==> src/verilog/dmc_pkg.sv <==
package dmc_pkg;
	// word index of each register; byte address is index * 4
	localparam logic [3:0] IDX_STATUS    = 4'h0;
	localparam logic [3:0] IDX_MODE      = 4'h1;
	localparam logic [3:0] IDX_MAIN      = 4'h2;
	localparam logic [3:0] IDX_AUX       = 4'h3;
	localparam logic [3:0] IDX_FILT      = 4'h4;
	localparam logic [3:0] IDX_IRQ_STAT  = 4'h5;
	localparam logic [3:0] IDX_IRQ_EN    = 4'h6;
	localparam logic [3:0] IDX_IRQ_CLR   = 4'h7;
	localparam logic [3:0] IDX_MAIN_DATA = 4'h8;
	localparam logic [3:0] IDX_AUX_DATA  = 4'h9;
	localparam logic [3:0] IDX_ZCOEF     = 4'ha;
	localparam logic [3:0] IDX_FCOEF     = 4'hb;
	localparam logic [3:0] IDX_ACOEF     = 4'hc;
	// mode select codes
	localparam logic [2:0] MODE_PWRDN  = 3'h0;
	localparam logic [2:0] MODE_IDLE   = 3'h1;
	localparam logic [2:0] MODE_SINGLE = 3'h2;
	localparam logic [2:0] MODE_CONT   = 3'h3;
	localparam int MODE_CAL_BIT  = 2;
	localparam int MODE_FS_BIT   = 0;
	localparam int MODE_CHANNEL_CONFIG_BIT    = 4;
	// main control fields
	localparam int MAIN_EN_BIT   = 7;
	localparam int MAIN_WL_BIT   = 6;
	localparam int MAIN_CH_HI    = 5;
	localparam int MAIN_CH_LO    = 4;
	localparam int MAIN_UB_BIT   = 3;
	localparam int MAIN_RN_HI    = 2;
	// aux control fields
	localparam int AUX_EN_BIT    = 7;
	localparam int AUX_SEL_HI    = 6;
	localparam int AUX_SEL_LO    = 4;
	localparam logic [2:0] AUX_SEL_TEMP = 3'h7;
	// reset values and filter word limits
	localparam logic [7:0] MODE_RST  = 8'h00;
	localparam logic [7:0] MAIN_RST  = 8'h07;
	localparam logic [7:0] AUX_RST   = 8'h00;
	localparam logic [7:0] FILT_RST  = 8'h45;
	localparam logic [7:0] SF_MAX    = 8'hff;
	localparam logic [7:0] SF_MIN    = 8'h01;
	// status and interrupt bits
	localparam int ST_MAIN_RDY = 0;
	localparam int ST_AUX_RDY  = 1;
	localparam int ST_CAL_BUSY = 2;
	localparam int IRQ_W       = 3;
	localparam int IRQ_MAIN    = 0;
	localparam int IRQ_AUX     = 1;
	localparam int IRQ_CAL     = 2;
	// counts of main output periods
	localparam logic [1:0] AUX_ALIGN_OUTPUTS = 2'h2;
	localparam logic [1:0] CAL_OUTPUTS       = 2'h2;
	typedef enum logic [0:0] {DMC_CAL_IDLE, DMC_CAL_RUN} dmc_cal_e;
endpackage

==> src/verilog/dmc_top.sv <==
`timescale 1ns/100ps
module dmc_top
	import dmc_pkg::*;
#(
	parameter int CYC_PER_SF = 16
) (
	// clock and reset
	input  wire logic        hclk,
	input  wire logic        hresetn,
	// ahb-lite slave
	input  wire logic        hsel,
	input  wire logic [31:0] haddr,
	input  wire logic [1:0]  htrans,
	input  wire logic        hwrite,
	input  wire logic [2:0]  hsize,
	input  wire logic [31:0] hwdata,
	input  wire logic        hready,
	output logic             hreadyout,
	output logic             hresp,
	output logic [31:0]      hrdata,
	// modulator samples
	input  wire logic [23:0] main_sample_in,
	input  wire logic [15:0] aux_sample_in,
	// front end control
	output logic             main_pwr_en,
	output logic             aux_pwr_en,
	output logic             main_filter_rst,
	output logic             aux_filter_rst,
	output logic [1:0]       input_pair_sel,
	output logic             cal_pair_sel,
	output logic [2:0]       range_sel,
	// interrupt
	output logic             irq
);
	if (CYC_PER_SF < 1 || CYC_PER_SF > 255) begin : g_chk
		$error("CYC_PER_SF must be 1 to 255");
	end

	logic [3:0]  addr_reg;
	logic        map_ok_reg;
	logic        wr_pend_reg;
	logic        rd_pend_reg;
	logic [7:0]  mode_reg;
	logic [7:0]  main_reg;
	logic [7:0]  aux_reg;
	logic [7:0]  filt_reg;
	logic [2:0]  status_reg;
	logic [IRQ_W-1:0] irq_stat_reg;
	logic [IRQ_W-1:0] irq_en_reg;
	logic [23:0] main_data_reg;
	logic [15:0] aux_data_reg;
	logic [23:0] zcoef_reg [2];
	logic [23:0] fcoef_reg [2];
	logic [15:0] acoef_reg;
	logic [15:0] conv_cnt_reg;
	logic [1:0]  aux_wait_reg;
	logic [1:0]  cal_cnt_reg;
	dmc_cal_e    cal_reg;

	logic        accept;
	logic        wr_mode, wr_main, wr_aux, wr_filt, wr_clr, wr_en;
	logic        rd_main_data, rd_aux_data;
	logic        main_rst_pulse, aux_rst_pulse;
	logic        main_en, aux_en, is_cal, conv_mode, running, tick;
	logic        main_done, aux_done, cal_done, cal_blocked;
	logic [7:0]  sf_eff;
	logic [15:0] period;
	logic [16:0] rnd;
	logic [23:0] main_res;
	logic [31:0] rd_mux;

	// bus front end: writes take no wait, reads take one
	assign accept = hsel & htrans[1] & hready;
	always_ff @(posedge hclk or negedge hresetn) begin
		if (!hresetn) begin
			addr_reg    <= 4'h0;
			map_ok_reg  <= 1'b0;
			wr_pend_reg <= 1'b0;
			rd_pend_reg <= 1'b0;
			hreadyout   <= 1'b1;
		end else if (accept) begin
			addr_reg    <= haddr[5:2];
			map_ok_reg  <= (haddr[31:6] == 26'h0);
			wr_pend_reg <= hwrite;
			rd_pend_reg <= !hwrite;
			hreadyout   <= hwrite;
		end else begin
			wr_pend_reg <= 1'b0;
			rd_pend_reg <= 1'b0;
			hreadyout   <= 1'b1;
		end
	end

	assign wr_en        = wr_pend_reg & map_ok_reg;
	assign wr_mode      = wr_en && addr_reg == IDX_MODE;
	assign wr_main      = wr_en && addr_reg == IDX_MAIN;
	assign wr_aux       = wr_en && addr_reg == IDX_AUX;
	assign wr_filt      = wr_en && addr_reg == IDX_FILT;
	assign wr_clr       = wr_en && addr_reg == IDX_IRQ_CLR;
	assign rd_main_data = rd_pend_reg && map_ok_reg && addr_reg == IDX_MAIN_DATA;
	assign rd_aux_data  = rd_pend_reg && map_ok_reg && addr_reg == IDX_AUX_DATA;

	// converter resets
	assign main_rst_pulse = wr_mode
		| (wr_main & (hwdata[MAIN_EN_BIT] | main_reg[MAIN_EN_BIT]));
	assign aux_rst_pulse  = main_rst_pulse | wr_aux;

	assign main_en   = main_reg[MAIN_EN_BIT];
	assign aux_en    = aux_reg[AUX_EN_BIT];
	assign is_cal    = mode_reg[MODE_CAL_BIT];
	assign conv_mode = mode_reg[2:0] == MODE_SINGLE || mode_reg[2:0] == MODE_CONT;
	assign running   = (conv_mode | is_cal) & (main_en | aux_en);
	assign sf_eff    = (cal_reg == DMC_CAL_RUN) ? SF_MAX :
		((filt_reg < SF_MIN) ? SF_MIN : filt_reg);
	assign period    = 16'(sf_eff) * 16'(CYC_PER_SF);
	assign tick      = running && !main_rst_pulse && conv_cnt_reg == period - 16'h1;

	assign main_done   = tick & conv_mode & main_en;
	assign aux_done    = tick & conv_mode & aux_en & (aux_wait_reg == 2'h0);
	assign cal_blocked = aux_en && aux_reg[AUX_SEL_HI:AUX_SEL_LO] == AUX_SEL_TEMP;
	assign cal_done    = tick && cal_reg == DMC_CAL_RUN && cal_blocked == 1'b0
		&& cal_cnt_reg == CAL_OUTPUTS - 2'h1;

	// rounding to 16 bits saturates at full scale
	assign rnd      = {1'b0, main_sample_in[23:8]} + 17'(main_sample_in[7]);
	assign main_res = main_reg[MAIN_WL_BIT] ?
		{8'h00, (rnd[16] ? 16'hffff : rnd[15:0])} : main_sample_in;

	// conversion timer, restarted by any main reset
	always_ff @(posedge hclk or negedge hresetn) begin
		if (!hresetn) begin
			conv_cnt_reg <= 16'h0;
		end else if (main_rst_pulse || !running || tick) begin
			conv_cnt_reg <= 16'h0;
		end else begin
			conv_cnt_reg <= conv_cnt_reg + 16'h1;
		end
	end

	// aux alignment to main output ticks
	always_ff @(posedge hclk or negedge hresetn) begin
		if (!hresetn) begin
			aux_wait_reg <= AUX_ALIGN_OUTPUTS;
		end else if (aux_rst_pulse || !aux_en) begin
			aux_wait_reg <= AUX_ALIGN_OUTPUTS;
		end else if (tick && aux_wait_reg != 2'h0) begin
			aux_wait_reg <= aux_wait_reg - 2'h1;
		end
	end

	// calibration sequencer
	always_ff @(posedge hclk or negedge hresetn) begin
		if (!hresetn) begin
			cal_reg     <= DMC_CAL_IDLE;
			cal_cnt_reg <= 2'h0;
		end else if (wr_mode) begin
			cal_reg     <= hwdata[MODE_CAL_BIT] ? DMC_CAL_RUN : DMC_CAL_IDLE;
			cal_cnt_reg <= 2'h0;
		end else begin
			case (cal_reg)
				DMC_CAL_IDLE: cal_cnt_reg <= 2'h0;
				DMC_CAL_RUN: begin
					if (cal_done) begin
						cal_reg <= DMC_CAL_IDLE;
					end else if (main_rst_pulse) begin
						cal_cnt_reg <= 2'h0;
					end else if (tick && cal_cnt_reg != CAL_OUTPUTS - 2'h1) begin
						cal_cnt_reg <= cal_cnt_reg + 2'h1;
					end
				end
				default: cal_reg <= DMC_CAL_IDLE;
			endcase
		end
	end

	// coefficient store, one pair per value of the low bit of the main input pair code
	always_ff @(posedge hclk or negedge hresetn) begin
		if (!hresetn) begin
			zcoef_reg[0] <= 24'h0;
			zcoef_reg[1] <= 24'h0;
			fcoef_reg[0] <= 24'h0;
			fcoef_reg[1] <= 24'h0;
			acoef_reg    <= 16'h0;
		end else if (cal_done) begin
			if (main_en && mode_reg[MODE_FS_BIT]) begin
				fcoef_reg[main_reg[MAIN_CH_LO]] <= main_sample_in;
			end else if (main_en) begin
				zcoef_reg[main_reg[MAIN_CH_LO]] <= main_sample_in;
			end
			if (aux_en) begin
				acoef_reg <= aux_sample_in;
			end
		end
	end

	// mode register: bus write wins over hardware return to idle
	always_ff @(posedge hclk or negedge hresetn) begin
		if (!hresetn) begin
			mode_reg <= MODE_RST;
		end else if (wr_mode) begin
			mode_reg <= {3'h0, hwdata[MODE_CHANNEL_CONFIG_BIT], 1'b0, hwdata[2:0]};
		end else if (cal_done || ((main_done | aux_done) && mode_reg[2:0] == MODE_SINGLE)) begin
			mode_reg[2:0] <= MODE_IDLE;
		end
	end

	// software control registers
	always_ff @(posedge hclk or negedge hresetn) begin
		if (!hresetn) begin
			main_reg   <= MAIN_RST;
			aux_reg    <= AUX_RST;
			filt_reg   <= FILT_RST;
			irq_en_reg <= '0;
		end else begin
			if (wr_main) main_reg <= hwdata[7:0];
			if (wr_aux) aux_reg <= hwdata[7:0];
			if (wr_filt) filt_reg <= hwdata[7:0];
			if (wr_en && addr_reg == IDX_IRQ_EN) irq_en_reg <= hwdata[IRQ_W-1:0];
		end
	end

	// results and ready flags; a new result wins over a read clear
	always_ff @(posedge hclk or negedge hresetn) begin
		if (!hresetn) begin
			main_data_reg <= 24'h0;
			aux_data_reg  <= 16'h0;
			status_reg    <= 3'h0;
		end else begin
			if (main_done) main_data_reg <= main_res;
			if (aux_done) aux_data_reg <= aux_sample_in;
			if (wr_mode && hwdata[MODE_CAL_BIT]) begin
				status_reg[ST_AUX_RDY:ST_MAIN_RDY] <= 2'h0;
			end else begin
				if (main_done) status_reg[ST_MAIN_RDY] <= 1'b1;
				else if (rd_main_data) status_reg[ST_MAIN_RDY] <= 1'b0;
				if (aux_done) status_reg[ST_AUX_RDY] <= 1'b1;
				else if (rd_aux_data) status_reg[ST_AUX_RDY] <= 1'b0;
			end
			status_reg[ST_CAL_BUSY] <= wr_mode ? hwdata[MODE_CAL_BIT] :
				(cal_reg == DMC_CAL_RUN && !cal_done);
		end
	end

	// sticky interrupt status, set beats clear
	always_ff @(posedge hclk or negedge hresetn) begin
		if (!hresetn) begin
			irq_stat_reg <= '0;
			irq          <= 1'b0;
		end else begin
			irq_stat_reg <= (irq_stat_reg & ~(wr_clr ? hwdata[IRQ_W-1:0] : '0))
				| {cal_done, aux_done, main_done};
			irq          <= |(irq_stat_reg & irq_en_reg);
		end
	end

	// front end controls
	always_ff @(posedge hclk or negedge hresetn) begin
		if (!hresetn) begin
			main_pwr_en     <= 1'b0;
			aux_pwr_en      <= 1'b0;
			main_filter_rst <= 1'b1;
			aux_filter_rst  <= 1'b1;
			input_pair_sel  <= 2'h0;
			cal_pair_sel    <= 1'b0;
			range_sel       <= 3'h7;
		end else begin
			main_pwr_en     <= main_en && mode_reg[2:0] != MODE_PWRDN;
			aux_pwr_en      <= aux_en && mode_reg[2:0] != MODE_PWRDN;
			main_filter_rst <= main_rst_pulse || !(main_en && running);
			aux_filter_rst  <= aux_rst_pulse || !(aux_en && running);
			input_pair_sel  <= main_reg[MAIN_CH_HI:MAIN_CH_LO];
			cal_pair_sel    <= main_reg[MAIN_CH_LO];
			range_sel       <= main_reg[MAIN_RN_HI:0];
		end
	end

	// read mux; bit 7 of each byte register is its most significant bit
	always_comb begin
		rd_mux = 32'h0;
		if (map_ok_reg) begin
			case (addr_reg)
				IDX_STATUS:    rd_mux = {29'h0, status_reg};
				IDX_MODE:      rd_mux = {24'h0, mode_reg};
				IDX_MAIN:      rd_mux = {24'h0, main_reg};
				IDX_AUX:       rd_mux = {24'h0, aux_reg};
				IDX_FILT:      rd_mux = {24'h0, filt_reg};
				IDX_IRQ_STAT:  rd_mux = {29'h0, irq_stat_reg};
				IDX_IRQ_EN:    rd_mux = {29'h0, irq_en_reg};
				IDX_MAIN_DATA: rd_mux = {8'h0, main_data_reg};
				IDX_AUX_DATA:  rd_mux = {16'h0, aux_data_reg};
				IDX_ZCOEF:     rd_mux = {8'h0, zcoef_reg[main_reg[MAIN_CH_LO]]};
				IDX_FCOEF:     rd_mux = {8'h0, fcoef_reg[main_reg[MAIN_CH_LO]]};
				IDX_ACOEF:     rd_mux = {16'h0, acoef_reg};
				default:       rd_mux = 32'h0;
			endcase
		end
	end

	always_ff @(posedge hclk or negedge hresetn) begin
		if (!hresetn) begin
			hrdata <= 32'h0;
			hresp  <= 1'b0;
		end else begin
			hresp <= 1'b0;
			if (rd_pend_reg) hrdata <= rd_mux;
		end
	end
endmodule // dmc_top

==> config.mk <==
export PLATFORM = sky130hd
export DESIGN_NAME = dmc_top
export DESIGN_NICKNAME = d
export VERILOG_FILES = /design/src/verilog/dmc_pkg.sv /design/src/verilog/dmc_top.sv
export SDC_FILE = /design/constraint.sdc
export NUM_CORES = 1
export LEC_CHECK = 0
export ABC_AREA = 1
export BUFFER_PORTS_ARGS = -buffer_cell sky130_fd_sc_hd__buf_4
export CORE_ASPECT_RATIO = 1.4
export CORE_MARGIN = 2
export CORE_UTILIZATION = 25
export CTS_BUF_LIST = sky130_fd_sc_hd__clkbuf_8
export CTS_CLUSTER_DIAMETER = 40
export DETAILED_ROUTE_END_ITERATION = 7
export PLACE_DENSITY = 0.47
export SYNTH_ARGS = -nofsm -noshare
export SYNTH_HDL_FRONTEND = slang
export SYNTH_SLANG_ARGS = --single-unit
==> constraint.sdc <==
create_clock -name hclk -period 3.42 [get_ports hclk]
set_input_delay 0.171 -clock hclk [delete_from_list [all_inputs] [get_ports hclk]]
set_output_delay 0.171 -clock hclk [all_outputs]
set_load 0.02 [all_outputs]
# Word-level counts from Yosys, hierarchy flattened
# Index checks and enable logic that the tools add are counted.
# Widths: inputs -> output; s select.
dict set report classes {
  add_sub_neg 5
  n_lt_le_gt_ge 3
  eq_ne 20
  n_mux 40
  bitwise 23
  n_reduce_logical 54
}
# op count
set op_table {}
lappend op_table {{$pmux 24 s12} 1}
lappend op_table {{$mux 24} 9}
lappend op_table {{$bwmux 48} 2}
lappend op_table {{$mux 16} 2}
lappend op_table {{$logic_and 1x1->1} 26}
lappend op_table {{$logic_not 26->1} 1}
lappend op_table {{$demux 24 s1} 1}
lappend op_table {{$eq 4x4->1 const B} 5}
lappend op_table {{$add 16x1->17} 1}
lappend op_table {{$add 16x1->16 const B} 1}
lappend op_table {{$eq 16x16->1} 1}
lappend op_table {{$eq 4x3->1 const B} 4}
lappend op_table {{$mux 8} 2}
lappend op_table {{$mux 2} 7}
lappend op_table {{$sub 12x1->13 const B} 1}
lappend op_table {{$mux 1} 12}
lappend op_table {{$and 1x1->1} 9}
lappend op_table {{$mux 3} 3}
lappend op_table {{$reduce_bool 3->1} 3}
lappend op_table {{$eq 4x2->1 const B} 2}
lappend op_table {{$lt 8x1->1 const B} 1}
lappend op_table {{$logic_not 1->1} 7}
lappend op_table {{$logic_or 1x1->1} 7}
lappend op_table {{$and 3x3->3} 2}
lappend op_table {{other kinds (23)} 35}
dict set report totals {
  regBits 261
  input_bits 114
  out_inout_bits 45
}

# Longest topological paths before layout
dict set report depth {
  depth_word 15
  depth_mapped 25
  mapped_depth_nobuf 25
}

# Least setup slack after synthesis
# No wires, ideal clock.
dict set report synth_timing {
  path_type {reg2reg}
  startpoint {reg filt_reg[2]}
  endpoint {reg zcoef_reg[30] (netlist bit)}
  setup_ns 0.117
  t_arrival_ns 2.776
  slack_ns 0.527
  path_stages_with_launch 26
  path_buffers 1
  period_less_slack_ns 2.893
  path_cell_list {dfstp_2 > nor2_1 > nand2_1 > nor2_1 > nor2_1 > nand2_1 > inv_1 > ha_1 > inv_1 > nor2_1 > nand2_1 > nor2_2 > nor2_1 > nor2_1 > nand2_1 > clkinv_1 > nand2_1 > nor2_1 > nand3_2 > nor2_4 > nand2_2 > nor2_8 > nand3_2 > buf_2 > nand2_1 > nand2_1}
}
dict set report synth_between {
  elab_chain_len 10
}
# item line
set synth_lines {}
lappend synth_lines {{from (decl)} dmc_top.sv:46} ;# logic [7:0] filt_reg;
lappend synth_lines {{from (signal assigned)} dmc_top.sv:217} ;# if (wr_filt) filt_reg <= hwdata[7:0];
lappend synth_lines {{$lt 8x1->1} dmc_top.sv:114} ;# ((filt_reg < SF_MIN) ? SF_MIN : filt_reg);
lappend synth_lines {{$mux 8 *} dmc_top.sv:114}
lappend synth_lines {{$mux 8 *} dmc_top.sv:113} ;# assign sf_eff = (cal_reg == DMC_CAL_RUN) ? SF_MAX :
lappend synth_lines {{$sub 12x1->13 *} dmc_top.sv:116} ;# assign tick = running && !main_rst_pulse && conv_cnt_reg == period - 16'h1;
lappend synth_lines {{$eq 16x16->1 *} dmc_top.sv:116}
lappend synth_lines {{$logic_and 1x1->1 *} dmc_top.sv:116}
lappend synth_lines {{$logic_and 1x1->1 * (2 in a row)} dmc_top.sv:121} ;# assign cal_done = tick && cal_reg == DMC_CAL_RUN && cal_blocked == 1'b0
lappend synth_lines {{$logic_and 1x1->1 *} dmc_top.sv:122} ;# && cal_cnt_reg == CAL_OUTPUTS - 2'h1;
lappend synth_lines {{$reduce_and 3->1 (no line) *} n/a}
lappend synth_lines {{to (signal, indexed assignment)} dmc_top.sv:188} ;# zcoef_reg[main_reg[MAIN_CH_LO]] <= main_sample_in;
lappend synth_lines {{to (decl)} dmc_top.sv:52} ;# logic [23:0] zcoef_reg [2];
# Every way passes the cells marked *; elsewhere a longest branch is shown, timed or not.
# A chain may end at the register's enable or synchronous reset.

# Final worst setup path
dict set report layout_timing {
  startpoint {reg filt_reg[6]}
  endpoint {reg fcoef_reg[29] (netlist bit)}
}
dict set report layout_between {
  elab_chain_len 10
}
# item line
set layout_lines {}
lappend layout_lines {{$lt 8x1->1} dmc_top.sv:114}
lappend layout_lines {{$mux 8 *} dmc_top.sv:114}
lappend layout_lines {{$mux 8 *} dmc_top.sv:113}
lappend layout_lines {{$sub 12x1->13 *} dmc_top.sv:116}
lappend layout_lines {{$eq 16x16->1 *} dmc_top.sv:116}
lappend layout_lines {{$logic_and 1x1->1 *} dmc_top.sv:116}
lappend layout_lines {{$logic_and 1x1->1 * (2 in a row)} dmc_top.sv:121}
lappend layout_lines {{$logic_and 1x1->1 *} dmc_top.sv:122}
lappend layout_lines {{$reduce_and 2->1 (no line) *} n/a}
lappend layout_lines {{to (signal, indexed assignment)} dmc_top.sv:186} ;# fcoef_reg[main_reg[MAIN_CH_LO]] <= main_sample_in;
lappend layout_lines {{to (decl)} dmc_top.sv:53} ;# logic [23:0] fcoef_reg [2];
# Marked as above.

==> flow_summary.yaml <==
synthesis:
  syn_area_um2: 12300
  synth_cell_types: 49
  ys_ff_latch: 251
  synth_common_cells: "nand2_1 (500), dfrtp_1 (238), inv_1 (124)"
  yosys.area.top_type: "dfrtp_1"
  ys.flop_type: "dfrtp_1"
  synthArstFlopShare_pct: 100
  yosys.cell_count.top_type: "nand2_1"
  synth_top_area_share_pct: 48.3
  syn_area_per_cell_um2: 8.16
  ys_seq_area_share_pct: 51.0
  synth_edf_count: 0
  netlist_instances: 1513
  synth.top_cells.by_area: "dfrtp_1 (48%), nand2_1 (15%), nand4_1 (5.4%), o21ai_0 (4.8%), inv_1 (3.8%)"
  yosys_warnings: 0
die:
  row_count: 96
  start_util_pct: 25.2
  coreArea_um2: 48900
  die_h_um: 267
  ios: 159
  dieArea_um2: 51200
  die_width_um: 192
sta:
  finalSetupViolCount: 0
  fin_worst_skew_ns: 0.0339
  timing.slew.headroom_pct: 37.8
  fin_crit_sh_pct: 94.2
  worst_pin_slew_ns: 0.932
  final-hold-violation-count: 0
  slew_viol_final: 0
  fin_hold_ws_ns: 0.0453
  fin_ws_ns: 0.198
  max_freq_mhz: 310
  fin_crit_ns: 3.22
drt:
  routed_wl_mm: 44.9
  routedWlPerCell_um: 18.9
  viasPerCell: 4.75
  drc_errors: 0
  drtAntennaViolNets: 0
  via_count: 11300
  drt_iter0_drc: 742
  dr.pass1.iters: 5
clocking:
  clock_sinks: 251
  cts_buffers: 46
  clock_path_buffers: 3
  clkTransAtPathRegs_ns: 0.06
  worstSkewPairLatency_ns: 0.59
  cts_tree: "done"
  htreeDepth: 2
  clock-root-buffer: "clkbuf_8"
power:
  power.switching_mw: 1.73
  p_int_mw: 4.66
  clockPowerShare_pct: 44.2
  switching_share_pct: 27.1
  powerDensity_nw_per_um2: 402
  leakage_nw: 7.79
  pwr-share-seq_pct: 47.0
  combPwrFrac_pct: 8.8
  peakVddDrop_v: 0.000196
finish:
  fillers: 5207
  postLayoutCellArea_um2: 15900
  drive_above_1_share_pct: 17.4
  syn_to_final_growth_pct: 28.8
  nets: 1829
grt:
  grt_pass1_wl_mm: 68.0
  grt_overflow: 0
  track_usage_pct: 17.3
  antenna_found_initial: 1
  grt_pass1_vias: 11400
  grt_max_degree: 99
min_path:
  min_path_type: "input pin to flip-flop"
critical_path:
  endpoint_kind: "flip-flop"
  crit_type: "flip-flop to flip-flop"
  cp.required_ns: 3.89
  critPathLaunchType: "flip-flop"
  path_max_fanout: 5
  crit_arrival_ns: 3.70
placed_design:
  gp_congestion: 0.876
  post-dp-hpwl_mm: 30.4
  place_area_um2: 14100
  port-buffer-count: 119
  dp_slack_ns: 0.121
job:
  drv_cap: 0
outcome:
  status: "finished, final reports clean"
-- stage by stage --
step                setup TNS, ns  utilization (%)  total power [mW]  instances
global route               -0.429             32.5              6.65       2383
global placement                0             28.8              3.57       2222
detailed placement              0             28.8              3.57       2222
floorplan                       0                -              3.25       1521
finish                          0             32.5              6.39       2383
CTS                             0             31.8              6.48       2366
-- placed cells by master, fill, tap and decap left out, types with 3 or more instances in the layout --
| cell type | instances |
|---|---|
| nand3_1 | 33 |
| dfstp_2 | 13 |
| clkinv_2 | 9 |
| clkbuf_16 | 4 |
| buf_4 | 161 |
| o22ai_1 | 25 |
| dfrtp_1 | 236 |
| nor3b_1 | 6 |
| nand3_2 | 4 |
| ha_1 | 5 |
| nor2_1 | 60 |
| nor3_1 | 16 |
| inv_1 | 137 |
| o21ai_0 | 118 |
| a22o_1 | 5 |
| nand2_1 | 489 |
| xor2_1 | 14 |
| o31ai_1 | 11 |
| inv_2 | 7 |
| nand4_1 | 107 |
| a21oi_1 | 40 |
| buf_6 | 4 |
| buf_12 | 9 |
| nand2_2 | 12 |
| clkbuf_8 | 52 |
| nor4_1 | 8 |
| a211o_1 | 6 |
| nor2_2 | 5 |
| dlygate4sd3_1 | 60 |
| conb_1 | 9 |
| a32o_1 | 15 |
| a221oi_1 | 16 |
| nor2_4 | 8 |
| a211oi_1 | 4 |
| xnor2_1 | 3 |
-- layer usage --
| layer | up-vias | global-route usage (%) | part of all wire [%] | wire [um] |
|---|---|---|---|---|
| met4 | 0 | 6.99 | 3.8 | 1720 |
| met5 | - | 0 | 0 | 0 |
| li1 | 5450 | - | - | - |
| met2 | 295 | 31.6 | 53 | 23600 |
| met3 | 94 | 2.21 | 4.0 | 1820 |
| met1 | 5485 | 20.3 | 40 | 17800 |
-- critical path: stages (launching register included) --
cell and delay [ns]:
dfstp_2 0.56, nor2_4 0.04, nand2_2 0.09, nor2_4 0.06
nor2_4 0.12, nand2_2 0.07, inv_2 0.07, ha_4 0.12
inv_2 0.05, nor2_4 0.11, nand2_2 0.08, nor2_4 0.14
nor2_1 0.06, nor2_1 0.08, nand2_1 0.07, inv_2 0.05
nand2_2 0.04, nor2_2 0.11, nand3_2 0.12, nor2_4 0.15
nand2_4 0.09, nor2_8 0.17, buf_12 0.14, nand3_4 0.16
clkbuf_16 0.25, nand2_1 0.06, nand2_1 0.05
-- area by class of cell --
| cell class | instances | area, um^2 | share of cell area (%) |
|---|---|---|---|
| well taps | 637 | 797 | 5.01 |
| diodes | 1 | 2.50 | 0.0157 |
| clock inverters | 32 | 176 | 1.11 |
| flip-flops and latches | 251 | 6300 | 39.7 |
| repair buffers | 241 | 2190 | 13.8 |
| inverters | 128 | 480 | 3.02 |
| multi-input cells | 1041 | 5230 | 32.9 |
| clock buffers | 52 | 716 | 4.50 |
-- power by group through the flow --
stage,registers (mW),logic (mW),clock network [mW]
floorplan,3.05,0.201,0
global placement,3.05,0.516,0
detailed placement,3.05,0.518,0
CTS,3.00,0.573,2.91
global route,3.00,0.610,3.04
finish,3.00,0.564,2.82
-- logic make-up (layout without fill, tap and decap cells) --
group	after synthesis	in the layout	share of synthesized area [%]
XOR/XNOR	17	17	1.21
flip-flops	251	251	51.0
AO/OA/AOI/OAI	253	253	12.6
other	1	10	0.0304
adder cells (fa/ha/maj)	6	6	0.608
AND/OR/NAND/NOR	755	755	26.7
buffers and inverters	229	453	7.76
multiplexers	1	1	0.0811
-- path summary, 6_finish.rpt --
kind                                 end        start  cells past startpoint  slack [ns]
setup / recovery           fcoef_reg[29]  filt_reg[6]                     26        0.20
hold / removal               addr_reg[3]         hsel                      4        0.05
setup reg to reg           fcoef_reg[29]  filt_reg[6]                     26        0.20
hold reg to reg             range_sel[2]  main_reg[2]                      0        0.39
max in group asynchronous  fcoef_reg[23]      hresetn                      3        2.29
min in group asynchronous   fcoef_reg[2]      hresetn                      2        0.20
-- timing repair --
action	4_1_cts	5_1_grt
hold endpoints to repair	261	0
setup endpoints to repair	0	146
hold buffers	60	0
resized for setup	0	39
buffers inserted	0	11
(Power assumes the default switching activity.)
